### config.mk
export PLATFORM = sky130hd
export DESIGN_NAME = load_shed_unit
export DESIGN_NICKNAME = d
export VERILOG_FILES = /design/src/load_shed_pkg.sv /design/src/shed_delay_timer.sv /design/src/load_shed_unit.sv
export SDC_FILE = /design/constraint.sdc
export NUM_CORES = 2
export LEC_CHECK = 0
export BUFFER_PORTS_ARGS = -buffer_cell sky130_fd_sc_hd__buf_2
export CAP_MARGIN = 20
export CORE_ASPECT_RATIO = 0.75
export CORE_MARGIN = 3
export CORE_UTILIZATION = 55
export DETAILED_ROUTE_END_ITERATION = 8
export PLACE_DENSITY = 0.83
export SYNTH_ARGS = -nofsm -noshare
export SYNTH_HDL_FRONTEND = slang
export SYNTH_SLANG_ARGS = --single-unit
### constraint.sdc
create_clock -name sys_clk -period 15.45 [get_ports sys_clk]
set_input_delay 3.09 -clock sys_clk [delete_from_list [all_inputs] [get_ports sys_clk]]
set_output_delay 3.09 -clock sys_clk [all_outputs]
set_load 0.1 [all_outputs]
### src/load_shed_pkg.sv
// constants, register map and carrier types of the load shedding unit
package load_shed_pkg;

    localparam int DATA_W = 32;
    localparam int ADDR_W = 8;

    // byte offsets of the register words
    localparam logic [7:0] OFS_CTRL = 8'h00;
    localparam logic [7:0] OFS_FREQ_THR = 8'h04;
    localparam logic [7:0] OFS_FREQ_THR_ALT = 8'h08;
    localparam logic [7:0] OFS_DELAY = 8'h0c;
    localparam logic [7:0] OFS_DELAY_ALT = 8'h10;
    localparam logic [7:0] OFS_MIN_CURRENT = 8'h14;
    localparam logic [7:0] OFS_RELEASE_VOLT = 8'h18;
    localparam logic [7:0] OFS_TAN_ANGLE = 8'h1c;
    localparam logic [7:0] OFS_P_MIN = 8'h20;
    localparam logic [7:0] OFS_STATUS = 8'h24;
    localparam logic [7:0] OFS_IRQ_STATUS = 8'h28;
    localparam logic [7:0] OFS_IRQ_MASK = 8'h2c;

    // control word fields
    localparam int CTRL_W = 5;
    localparam int CTRL_EN_BIT = 0;
    localparam int CTRL_METHOD_LSB = 1;
    localparam int CTRL_DIR_POS_BIT = 3;
    localparam int CTRL_EXT_ASSIGNED_BIT = 4;

    // live status word fields
    localparam int STAT_ALARM_BIT = 0;
    localparam int STAT_TRIP_BIT = 1;
    localparam int STAT_DIR_BLOCK_BIT = 2;
    localparam int STAT_VOLT_OK_BIT = 3;
    localparam int STAT_ADAPT_BIT = 4;
    localparam int STAT_CURRENT_OK_BIT = 5;

    // sticky event fields
    localparam int IRQ_W = 3;
    localparam int IRQ_ALARM_BIT = 0;
    localparam int IRQ_TRIP_BIT = 1;
    localparam int IRQ_CLEAR_BIT = 2;

    // synchronised pin positions
    localparam int PIN_W = 3;
    localparam int PIN_EXT_DIR = 0;
    localparam int PIN_DIR_BLOCK = 1;
    localparam int PIN_ADAPT = 2;

    // fixed point of the angle tangent
    localparam int TAN_FRAC_BITS = 8;

    // reset values
    localparam logic [CTRL_W-1:0] CTRL_RESET = 5'h00;
    localparam logic [31:0] FREQ_THR_RESET = 32'h0000bf68;
    localparam logic [31:0] DELAY_RESET = 32'h00000000;
    localparam logic [31:0] MIN_CURRENT_RESET = 32'h00000000;
    localparam logic [31:0] RELEASE_VOLT_RESET = 32'h00000000;
    localparam logic [15:0] TAN_ANGLE_RESET = 16'h0100;
    localparam logic [31:0] P_MIN_RESET = 32'h00000000;
    localparam logic [IRQ_W-1:0] IRQ_RESET = 3'h0;

    // delay tick and its cycle count
    localparam int SYS_CLK_HZ = 25_000_000;
    localparam int SHED_TICK_MS = 1;
    localparam int CYCLES_PER_TICK = SYS_CLK_HZ / 1000 * SHED_TICK_MS;

    typedef enum logic [1:0] {
        METHOD_ANGLE,
        METHOD_POWER,
        METHOD_NONE
    } method_e;

    typedef struct packed {
        logic [CTRL_W-1:0] ctrl;
        logic [31:0] freq_thr;
        logic [31:0] freq_thr_alt;
        logic [31:0] delay;
        logic [31:0] delay_alt;
        logic [31:0] min_current;
        logic [31:0] release_volt;
        logic [15:0] tan_angle;
        logic [31:0] p_min;
    } cfg_s;

    // measured quantities, same clock, unsigned except powers
    typedef struct packed {
        logic [31:0] freq_mhz;
        logic [31:0] volt_ll;
        logic [31:0] i1;
        logic signed [31:0] p1;
        logic signed [31:0] q1;
    } meas_s;

    typedef struct packed {
        logic [31:0] prescale;
        logic [31:0] ticks;
        logic expired;
    } timer_state_s;

endpackage

### src/shed_delay_timer.sv
// trip delay timer counting whole ticks while the alarm stands
`timescale 1ns/1ps
module shed_delay_timer #(
    parameter int CYCLES_PER_TICK = load_shed_pkg::CYCLES_PER_TICK
) (
    input wire logic sys_clk,
    input wire logic rst,
    input wire logic run,
    input wire logic [31:0] delay_ticks,
    output logic expired
);
    localparam logic [31:0] LAST = 32'(CYCLES_PER_TICK - 1);

    load_shed_pkg::timer_state_s s;
    load_shed_pkg::timer_state_s next_s;

    always_comb begin
        next_s = s;
        if (!run) begin
            // alarm gone: restart from zero, never trip early
            next_s = '0;
        end else begin
            if (s.prescale == LAST) begin
                next_s.prescale = 32'h0;
                if (!s.expired) begin
                    next_s.ticks = s.ticks + 32'h1;
                end
            end else begin
                next_s.prescale = s.prescale + 32'h1;
            end
            next_s.expired = s.ticks >= delay_ticks;
        end
    end

    always_ff @(posedge sys_clk) begin
        if (rst) begin
            s <= '0;
        end else begin
            s <= next_s;
        end
    end

    assign expired = s.expired;
endmodule

### src/load_shed_unit.sv
// under frequency load shedding unit with wishbone registers
//
// How it works
// - direction setting can reverse active power sign
// - setting negative for load, positive for generator
// - direction uses positive sequence active power
// - low positive sequence current suppresses direction
// - release only at or above release voltage
// - selector picks angle, power or no direction
// - angle method blocks inside power angle area
// - power method blocks above minimum power
// - no direction: frequency alone starts shedding
// - no direction: external input controls blocking
// - blocking input disables direction evaluation
// - alarm when frequency below threshold and released
// - alarm starts delay timer, trip on expiry
// - activation input selects adaptive threshold and delay
//
// Decided for this implementation: register access over Wishbone and the placing of the registers.
`timescale 1ns/1ps
module load_shed_unit #(
    parameter int CYCLES_PER_TICK = load_shed_pkg::CYCLES_PER_TICK
) (
    input wire logic sys_clk,
    input wire logic rst,
    input wire logic wb_cyc,
    input wire logic wb_stb,
    input wire logic wb_we,
    input wire logic [load_shed_pkg::ADDR_W-1:0] wb_adr,
    input wire logic [3:0] wb_sel,
    input wire logic [load_shed_pkg::DATA_W-1:0] wb_dat_w,
    output logic [load_shed_pkg::DATA_W-1:0] wb_dat_r,
    output logic wb_ack,
    input wire load_shed_pkg::meas_s meas,
    input wire logic external_direction_input,
    input wire logic direction_block_input,
    input wire logic adaptive_activate,
    output logic shed_trip,
    output logic shed_alarm,
    output logic irq
);
    typedef struct packed {
        load_shed_pkg::cfg_s cfg;
        logic [load_shed_pkg::PIN_W-1:0] pin_meta;
        logic [load_shed_pkg::PIN_W-1:0] pin_sync;
        logic [load_shed_pkg::IRQ_W-1:0] irq_status;
        logic [load_shed_pkg::IRQ_W-1:0] irq_mask;
        logic [31:0] rdata;
        logic ack;
        logic alarm;
        logic trip;
        logic dir_block;
        logic volt_ok;
        logic current_ok;
        logic irq;
    } unit_state_s;

    localparam load_shed_pkg::cfg_s CFG_RESET = '{
        ctrl: load_shed_pkg::CTRL_RESET,
        freq_thr: load_shed_pkg::FREQ_THR_RESET,
        freq_thr_alt: load_shed_pkg::FREQ_THR_RESET,
        delay: load_shed_pkg::DELAY_RESET,
        delay_alt: load_shed_pkg::DELAY_RESET,
        min_current: load_shed_pkg::MIN_CURRENT_RESET,
        release_volt: load_shed_pkg::RELEASE_VOLT_RESET,
        tan_angle: load_shed_pkg::TAN_ANGLE_RESET,
        p_min: load_shed_pkg::P_MIN_RESET
    };

    unit_state_s s;
    unit_state_s next_s;
    logic timer_expired;
    logic [31:0] delay_sel;

    // byte lane merge used by every writable word
    function automatic logic [31:0] merge_sel(
        input logic [31:0] old,
        input logic [31:0] data,
        input logic [3:0] sel
    );
        logic [31:0] r;
        r = old;
        for (int i = 0; i < 4; i++) begin
            if (sel[i]) begin
                r[8*i +: 8] = data[8*i +: 8];
            end
        end
        return r;
    endfunction

    function automatic logic [31:0] abs32(input logic signed [31:0] v);
        return v[31] ? 32'(-v) : 32'(v);
    endfunction

    assign delay_sel = s.pin_sync[load_shed_pkg::PIN_ADAPT] ?
        s.cfg.delay_alt : s.cfg.delay;

    shed_delay_timer #(
        .CYCLES_PER_TICK(CYCLES_PER_TICK)
    ) delay_timer (
        .sys_clk(sys_clk),
        .rst(rst),
        .run(s.alarm),
        .delay_ticks(delay_sel),
        .expired(timer_expired)
    );

    always_comb begin
        logic signed [31:0] p_eff;
        logic [31:0] q_abs;
        logic [47:0] q_scaled;
        logic [47:0] p_scaled;
        logic [31:0] thr;
        logic angle_block;
        logic power_block;
        logic dir_eval;
        logic ext_block;
        logic f_low;
        logic wr;
        logic rd;
        logic [31:0] wdata;
        logic [load_shed_pkg::IRQ_W-1:0] ev;
        logic [load_shed_pkg::IRQ_W-1:0] clr;
        logic [load_shed_pkg::IRQ_W-1:0] stat;
        load_shed_pkg::method_e method;

        next_s = s;
        p_eff = 32'sh0;
        q_abs = 32'h0;
        q_scaled = 48'h0;
        p_scaled = 48'h0;
        thr = 32'h0;
        angle_block = 1'b0;
        power_block = 1'b0;
        dir_eval = 1'b0;
        ext_block = 1'b0;
        f_low = 1'b0;
        wr = 1'b0;
        rd = 1'b0;
        wdata = 32'h0;
        ev = '0;
        clr = '0;
        stat = '0;
        method = load_shed_pkg::METHOD_NONE;

        // pins pass two flops before use
        next_s.pin_meta = {adaptive_activate, direction_block_input,
            external_direction_input};
        next_s.pin_sync = s.pin_meta;

        // blocking area is defined in the generator arrow frame
        p_eff = s.cfg.ctrl[load_shed_pkg::CTRL_DIR_POS_BIT] ?
            meas.p1 : -meas.p1;
        q_abs = abs32(meas.q1);

        // inside the angle area: p > 0 and |q| <= p * tan(angle)
        q_scaled = {8'h0, q_abs, 8'h0};
        p_scaled = 48'(32'(p_eff)) * 48'(s.cfg.tan_angle);
        angle_block = !p_eff[31] && (p_eff != 32'sh0) &&
            (q_scaled <= p_scaled);
        power_block = p_eff > $signed(s.cfg.p_min);

        next_s.current_ok = meas.i1 >= s.cfg.min_current;
        // low current makes the power sign meaningless
        dir_eval = next_s.current_ok &&
            !s.pin_sync[load_shed_pkg::PIN_DIR_BLOCK];
        ext_block = s.cfg.ctrl[load_shed_pkg::CTRL_EXT_ASSIGNED_BIT] &&
            !s.pin_sync[load_shed_pkg::PIN_DIR_BLOCK] &&
            s.pin_sync[load_shed_pkg::PIN_EXT_DIR];

        // code 3 is illegal and never blocks, not even on the external input
        method = load_shed_pkg::method_e'(s.cfg.ctrl[
            load_shed_pkg::CTRL_METHOD_LSB +: 2]);
        unique case (method)
            load_shed_pkg::METHOD_ANGLE: begin
                next_s.dir_block = dir_eval && angle_block;
            end
            load_shed_pkg::METHOD_POWER: begin
                next_s.dir_block = dir_eval && power_block;
            end
            load_shed_pkg::METHOD_NONE: begin
                next_s.dir_block = ext_block;
            end
            default: begin
                next_s.dir_block = 1'b0;
            end
        endcase

        thr = s.pin_sync[load_shed_pkg::PIN_ADAPT] ?
            s.cfg.freq_thr_alt : s.cfg.freq_thr;
        f_low = meas.freq_mhz < thr;
        next_s.volt_ok = meas.volt_ll >= s.cfg.release_volt;
        next_s.alarm = s.cfg.ctrl[load_shed_pkg::CTRL_EN_BIT] && f_low &&
            next_s.volt_ok && !next_s.dir_block;
        next_s.trip = timer_expired && s.alarm;

        // wishbone: one wait state, ack drops the cycle after it rose
        // write lands on the edge where the master samples ack
        wr = wb_cyc && wb_stb && wb_we && s.ack;
        rd = wb_cyc && wb_stb && !wb_we && !s.ack;
        next_s.ack = wb_cyc && wb_stb && !s.ack;
        if (wr) begin
            unique case (wb_adr)
                load_shed_pkg::OFS_CTRL: begin
                    wdata = merge_sel(32'(s.cfg.ctrl), wb_dat_w, wb_sel);
                    next_s.cfg.ctrl = wdata[load_shed_pkg::CTRL_W-1:0];
                end
                load_shed_pkg::OFS_FREQ_THR: begin
                    next_s.cfg.freq_thr =
                        merge_sel(s.cfg.freq_thr, wb_dat_w, wb_sel);
                end
                load_shed_pkg::OFS_FREQ_THR_ALT: begin
                    next_s.cfg.freq_thr_alt =
                        merge_sel(s.cfg.freq_thr_alt, wb_dat_w, wb_sel);
                end
                load_shed_pkg::OFS_DELAY: begin
                    next_s.cfg.delay =
                        merge_sel(s.cfg.delay, wb_dat_w, wb_sel);
                end
                load_shed_pkg::OFS_DELAY_ALT: begin
                    next_s.cfg.delay_alt =
                        merge_sel(s.cfg.delay_alt, wb_dat_w, wb_sel);
                end
                load_shed_pkg::OFS_MIN_CURRENT: begin
                    next_s.cfg.min_current =
                        merge_sel(s.cfg.min_current, wb_dat_w, wb_sel);
                end
                load_shed_pkg::OFS_RELEASE_VOLT: begin
                    next_s.cfg.release_volt =
                        merge_sel(s.cfg.release_volt, wb_dat_w, wb_sel);
                end
                load_shed_pkg::OFS_TAN_ANGLE: begin
                    wdata = merge_sel(32'(s.cfg.tan_angle), wb_dat_w, wb_sel);
                    next_s.cfg.tan_angle = wdata[15:0];
                end
                load_shed_pkg::OFS_P_MIN: begin
                    next_s.cfg.p_min =
                        merge_sel(s.cfg.p_min, wb_dat_w, wb_sel);
                end
                load_shed_pkg::OFS_IRQ_STATUS: begin
                    wdata = merge_sel(32'h0, wb_dat_w, wb_sel);
                    clr = wdata[load_shed_pkg::IRQ_W-1:0];
                end
                load_shed_pkg::OFS_IRQ_MASK: begin
                    wdata = merge_sel(32'(s.irq_mask), wb_dat_w, wb_sel);
                    next_s.irq_mask = wdata[load_shed_pkg::IRQ_W-1:0];
                end
                default: begin
                    wdata = 32'h0;
                end
            endcase
        end

        next_s.rdata = 32'h0;
        if (rd) begin
            unique case (wb_adr)
                load_shed_pkg::OFS_CTRL: next_s.rdata = 32'(s.cfg.ctrl);
                load_shed_pkg::OFS_FREQ_THR: next_s.rdata = s.cfg.freq_thr;
                load_shed_pkg::OFS_FREQ_THR_ALT: begin
                    next_s.rdata = s.cfg.freq_thr_alt;
                end
                load_shed_pkg::OFS_DELAY: next_s.rdata = s.cfg.delay;
                load_shed_pkg::OFS_DELAY_ALT: next_s.rdata = s.cfg.delay_alt;
                load_shed_pkg::OFS_MIN_CURRENT: begin
                    next_s.rdata = s.cfg.min_current;
                end
                load_shed_pkg::OFS_RELEASE_VOLT: begin
                    next_s.rdata = s.cfg.release_volt;
                end
                load_shed_pkg::OFS_TAN_ANGLE: begin
                    next_s.rdata = 32'(s.cfg.tan_angle);
                end
                load_shed_pkg::OFS_P_MIN: next_s.rdata = s.cfg.p_min;
                load_shed_pkg::OFS_STATUS: begin
                    next_s.rdata[load_shed_pkg::STAT_ALARM_BIT] = s.alarm;
                    next_s.rdata[load_shed_pkg::STAT_TRIP_BIT] = s.trip;
                    next_s.rdata[load_shed_pkg::STAT_DIR_BLOCK_BIT] =
                        s.dir_block;
                    next_s.rdata[load_shed_pkg::STAT_VOLT_OK_BIT] = s.volt_ok;
                    next_s.rdata[load_shed_pkg::STAT_ADAPT_BIT] =
                        s.pin_sync[load_shed_pkg::PIN_ADAPT];
                    next_s.rdata[load_shed_pkg::STAT_CURRENT_OK_BIT] =
                        s.current_ok;
                end
                load_shed_pkg::OFS_IRQ_STATUS: begin
                    next_s.rdata = 32'(s.irq_status);
                end
                load_shed_pkg::OFS_IRQ_MASK: next_s.rdata = 32'(s.irq_mask);
                default: next_s.rdata = 32'h0;
            endcase
        end

        // a new event beats a clear in the same cycle
        ev[load_shed_pkg::IRQ_ALARM_BIT] = next_s.alarm && !s.alarm;
        ev[load_shed_pkg::IRQ_TRIP_BIT] = next_s.trip && !s.trip;
        ev[load_shed_pkg::IRQ_CLEAR_BIT] = !next_s.alarm && s.alarm;
        stat = (s.irq_status & ~clr) | ev;
        next_s.irq_status = stat;
        next_s.irq = |(stat & next_s.irq_mask);
    end

    always_ff @(posedge sys_clk) begin
        if (rst) begin
            s <= '{
                cfg: CFG_RESET,
                irq_status: load_shed_pkg::IRQ_RESET,
                irq_mask: load_shed_pkg::IRQ_RESET,
                default: '0
            };
        end else begin
            s <= next_s;
        end
    end

    assign wb_dat_r = s.rdata;
    assign wb_ack = s.ack;
    assign shed_trip = s.trip;
    assign shed_alarm = s.alarm;
    assign irq = s.irq;
endmodule

# Yosys cells after proc, flatten, opt, wreduce, memory -nomap -nowiden
# Index checks and enable logic that the tools add are counted.
op_classes:
  addsub: 4
  n_mul: 1
  n_lt_le_gt_ge: 6
  eq_ne: 14
  mux: 13
  n_bitwise: 7
  n_reduce_logical: 67
ops:
  columns: ["cell", "n"]
  rows:
  - ["26-bit one-hot mux with 8 select lines", 1]
  - ["32-bit two-way mux", 4]
  - ["32-bit greater-or-equal comparator", 3]
  - ["3-bit AND reduction", 31]
  - ["6-bit one-hot mux with 12 select lines", 1]
  - ["32-bit by 1-bit adder with 32-bit output, second input constant", 2]
  - ["32-bit negation", 2]
  - ["40-bit by 48-bit <= comparator with 1-bit output", 1]
  - ["32-bit by 17-bit multiplier with 48-bit output", 1]
  - ["32-bit by 15-bit == test with 1-bit output, second input constant", 1]
  - ["8-bit by 5-bit == test with 1-bit output, second input constant", 4]
  - ["8-bit by 6-bit == test with 1-bit output, second input constant", 4]
  - ["32-bit > comparator", 1]
  - ["32-bit less-than comparator", 1]
  - ["32-bit nonzero test", 1]
  - ["1-bit logical AND", 20]
  - ["3-bit two-way mux", 6]
  - ["8-bit by 4-bit == test with 1-bit output, second input constant", 2]
  - ["8-bit by 3-bit == test with 1-bit output, second input constant", 1]
  - ["1-bit zero test", 8]
  - ["8-bit zero test", 1]
  - ["3-bit AND", 2]
  - ["3-bit OR reduction", 2]
  - ["2-bit OR reduction", 2]
  - ["8 further kinds", 10]
word_totals:
  register_bits: 361
  out_inout_bits: 36
  word_cells: 158

# Depth between registers and ports, before layout
logic_depth:
  ltp_word: 14
  mapped_depth: 41
  ltp_nobuf: 39

# Hierarchy
# From an unflattened synthesis, not the netlist that was laid out.
hier_totals:
  cells_unflattened: 4837
  area_unflattened_um2: 39882.0
modules_own_cells:
  columns: ["mod", "n_inst", "cells_per_inst", "area_each_um2", "seq_area_each_um2"]
  rows:
  - ["load_shed_unit", 1, 4357, 35905.7, 5925.7]
  - ["shed_delay_timer", 1, 480, 3976.3, 1301.2]

# Worst setup path before layout
# No wires, ideal clock.
synth_path:
  kind: "input port to flip-flop"
  startpoint: "in meas[43] (netlist name)"
  endpoint: "reg s, in the netlist irq"
  setup_ns: 0.132
  arrival_ns: 11.907
  t_required_ns: 15.318
  slack_ns: 3.411
  cell_stages: 35
  n_path_buf: 3
  cell_sequence: "or4_1 -> buf_2 -> or3_4 -> nor3b_2 -> a31oi_1 -> xor2_1 -> clkbuf_1 -> nand2_1 -> fa_1 -> fa_1 -> inv_1 -> fa_1 -> fa_1 -> fa_1 -> inv_1 -> fa_1 -> inv_1 -> ha_1 -> clkbuf_1 -> nand4_1 -> or4_1 -> nor2_1 -> nand4_1 -> nand3b_1 -> xnor2_1 -> ha_1 -> nand4_1 -> nor4_1 -> a32oi_1 -> nand3_1 -> nor4_1 -> nand4_1 -> nor4_1 -> a22o_2 -> o311ai_1"
synth_between:
  elab_chain_cells: 14
  elab_cells_between_ends: 20
  cone_classes: "1 x add/sub; 1 x mul; 2 x order compare; 2 x mux; 2 x bitwise; 12 x reduce/logical"
synth_lines:
  columns: ["element", "line", "text"]
  rows:
  - ["from (decl)", "load_shed_unit.sv:34", "input wire load_shed_pkg::meas_s meas,"]
  - ["32-bit negation", "load_shed_unit.sv:153", "meas.p1 : -meas.p1;"]
  - ["32-bit two-way mux *", "load_shed_unit.sv:152", "p_eff = s.cfg.ctrl[load_shed_pkg::CTRL_DIR_POS_BIT] ?"]
  - ["32-bit by 17-bit multiplier with 48-bit output (tied with other cells)", "load_shed_unit.sv:158", "p_scaled = 48'(32'(p_eff)) * 48'(s.cfg.tan_angle);"]
  - ["40-bit by 48-bit <= comparator with 1-bit output or 1-bit logical AND (tied branches)", "load_shed_unit.sv:160, load_shed_unit.sv:159", null]
  - ["1-bit logical AND", "load_shed_unit.sv:159", "angle_block = !p_eff[31] && (p_eff != 32'sh0) &&"]
  - ["1-bit logical AND", "load_shed_unit.sv:176", "next_s.dir_block = dir_eval && angle_block;"]
  - ["1-bit one-hot mux with 3 select lines *", "load_shed_unit.sv:174", "unique case (method)"]
  - ["1-bit zero test *", "load_shed_unit.sv:194", "next_s.volt_ok && !next_s.dir_block;"]
  - ["1-bit logical AND *", "load_shed_unit.sv:194", null]
  - ["1-bit zero test", "load_shed_unit.sv:296", "ev[load_shed_pkg::IRQ_CLEAR_BIT] = !next_s.alarm && s.alarm;"]
  - ["1-bit logical AND", "load_shed_unit.sv:296", null]
  - ["3-bit OR *", "load_shed_unit.sv:297", "stat = (s.irq_status & ~clr) | ev;"]
  - ["3-bit AND *", "load_shed_unit.sv:299", "next_s.irq = |(stat & next_s.irq_mask);"]
  - ["3-bit OR reduction *", "load_shed_unit.sv:299", null]
  - ["to (signal assigned)", "load_shed_unit.sv:304", "s <= '{"]
  - ["to (signal assigned)", "load_shed_unit.sv:311", "s <= next_s;"]
  - ["to (decl)", "load_shed_unit.sv:70", "unit_state_s s;"]
# Every way passes the cells marked *; elsewhere a longest branch is shown, timed or not.
# A chain may end at the register's enable or synchronous reset.

# Final worst setup path
layout_path:
  startpoint: "in meas[32] (netlist name)"
  endpoint: "reg s, in the netlist irq"
# The elaborated chain is that of the path after synthesis.

==> flow_summary.ini <==
[status]
outcome = finished with violations
violations = design-rule violations

[critical_path]
cpMaxStageDelayCell = xor2_1
end_kind = flop
crit_end = irq
worst-setup-path-type = in2reg
r2r_start = s[294]
critPathMaxStageDelay_ns = 0.63
critical_path.max_fanout = 19
rrSetupSlack_ns = 5.41
crit_required_ns = 15.90
regToRegEndpoint = irq
startpoint_type = primary input
cpMostUsedCell = fa_1
worstRegToRegCells = 32
crit_arrival_ns = 13.34
critPathLaunch = meas[32]

[clock_network]
cts_num_sinks = 361
cts_buffers = 30
clock-root-buffer = clkbuf_16
cts_tree = yes
clockBufferDepth = 3
clk_pin_slew_ns = 0.07
cts_max_level = 1
worstSkewPairLatency_ns = 0.59
post_cts_buffers = 0
ctsResizeCount = 0
cts_hold_buf = 0

[floorplan]
dieArea_mm2 = 0.07512
num_io_pins = 248
start_util = 0.5594
die_x_um = 315.5
core.rowCount = 84
die_h_um = 238.1
core_area_mm2 = 0.07063

[logic_synthesis]
ys.warnings.count = 0
synth_flop_cell = dfxtp_1
ys_seq_area_frac = 0.1829
synth.top_cells.by_area = fa_1, dfxtp_1, ha_1
syn_inst = 4776
synthArstFlopShare = 0
synthTopCellsByCount = nand2_1, inv_1, fa_1, a21oi_1, dfxtp_1
synth_top_cell_by_area = fa_1
synth-seq-cells = 361
synth_most_common_cell = nand2_1
avgSynthCellArea_um2 = 8.272
synth_area_mm2 = 0.03951
syn_nets = 5782
synth_top_area_share = 0.2453
synth_edf_count = 0
synthDistinctLibCells = 84

[power]
peakVddDrop_v = 0.00007529
power_frac_comb = 0.143
fin_total_pwr_uw = 2105
p_seq_frac = 0.444
clkPwrFrac = 0.413
power_density_mw_per_mm2 = 49.45
p_sw_frac = 0.2686
intPower_uw = 1540
p_leak_uw = 0.01841
p_sw_uw = 565.4

[grt]
grt_pass1_wl_mm = 193.1
track_usage = 0.3221
antenna_found_initial = 18
grt_overflow_total = 0
grt_pass1_vias = 35430
grt_max_degree = 105

[timing]
final-setup-viol-count = 0
clock-skew-final_ns = 0.01448
fin_ws_ns = 2.561
worst_slew_pin_slew_ns = 1.230
timing.slew.headroom = 0.1794
post-route-min-period_ns = 12.89
max_freq_ghz = 0.07758
slew_viol_final = 0
finalHoldViolations = 0
period_share = 0.8343
grt_setup_unrepaired = no
timing.hold.ws_ns = 0.4404
final.setup.tns_ns = 0

[detailed_routing]
drt-wirelength-per-cell_um = 20.76
firstDrtPassIters = 9
drtAntennaViolNets = 0
vias_per_cell = 6.001
drc_errors = 10
wirelength_mm = 121.3
drt_iter0_drc = 4682
vias = 35060

[cells_and_area]
final_util = 0.6027
finalNetCount = 5873
seqCellArea_mm2 = 0.007237
n_fill_cell = 6067
multi_input_area_mm2 = 0.02887
layout-drive-gt1-share = 0.08592
area_growth_syn_to_layout_pct = 7.756

[worst_hold_path]
holdCritPathClass = reg2reg

[placed_design]
hpwlAfterDp_mm = 95.67
dp_slack_ns = 1.377
io_buffers = 247
gp_congestion = 0.9870

[run]
cap_violations = 0
## power by group through the flow
stage                     registers, µW  logic, µW  clock network, µW
final                               934        301                870
after global routing                934        330                906
after CTS                           934        294                867
after detailed placement            956        291                  0
after global placement              956        284                  0
after floorplan                     954        176                  0
## flip-flops by register name, indices dropped and copies added, names as in the netlist
register             flops
wb_dat_r                32
wb_ack                   1
s                      257
delay_timer.expired      1
shed_trip                1
next_s                   3
shed_alarm               1
delay_timer.s           64
irq                      1
## metal layers
| layer | up-vias | track usage | share of wire |
|---|---|---|---|
| li1 | 15700 | - | - |
| met1 | 16880 | 0.4427 | 0.40 |
| met2 | 2119 | 0.4891 | 0.43 |
| met3 | 345 | 0.1078 | 0.14 |
| met4 | 22 | 0.08407 | 0.028 |
| met5 | - | 0 | 0.0012 |
## layout by cell type (no fill, tap or decap), types with 97 or more instances in the layout
master     n
dfxtp_1  355
mux2i_1  100
fa_1     484
o21ai_0   97
inv_1    662
a21oi_1  366
ha_1     310
buf_2    248
nand2_1  870
nor2_1   194
and2_1   256
## critical path, delay by kind of cell
family                   cells  cell delay, ns
adder cells (fa/ha/maj)      9            4.12
XOR/XNOR                     2            0.75
AND/OR/NAND/NOR             12            2.59
AO/OA/AOI/OAI                7            1.65
buffers and inverters        5            1.10
## cell families after synthesis
family                     Yosys count  synth area share
AOI/OAI and AO/OA                  752            0.1193
xor gates and xnor gates           157           0.03481
adders and majority gates          794            0.3434
buffers and inverters              907           0.08928
DFF                                361            0.1829
muxes                              117           0.03018
and+or+nand+nor                   1688            0.2001
## area by class of cell
class | count | area share
antenna | 9 | 0.0005290
clock buffer | 38 | 0.01978
clock inverter | 15 | 0.006025
inverter | 662 | 0.05837
multi-input combinational | 3508 | 0.6782
sequential | 361 | 0.1700
tap | 946 | 0.02780
timing repair buffer | 304 | 0.03927
## worst min-delay path by stage
stage | from | to | slack, ns | cells after the start
3_3_place_gp | next_s[47] | s[47] | 0.42 | 1
5_1_grt | next_s[47] | s[47] | 0.45 | 1
4_1_cts | next_s[46] | s[46] | 0.44 | 1
2_1_floorplan | next_s[45] | s[45] | 0.41 | 1
3_5_place_dp | next_s[46] | s[46] | 0.43 | 1
6_report | next_s[46] | s[46] | 0.44 | 1
## stage by stage
| step | cells | instance area (µm²) |
|---|---|---|
| finish | 5843 | 42570 |
| global route | 5836 | 42550 |
| CTS | 5830 | 42520 |
| detailed placement | 5777 | 41420 |
| global placement | 5777 | 41420 |
| floorplan | 4776 | 39510 |
No activity file was read; power rests on OpenSTA's default activity.
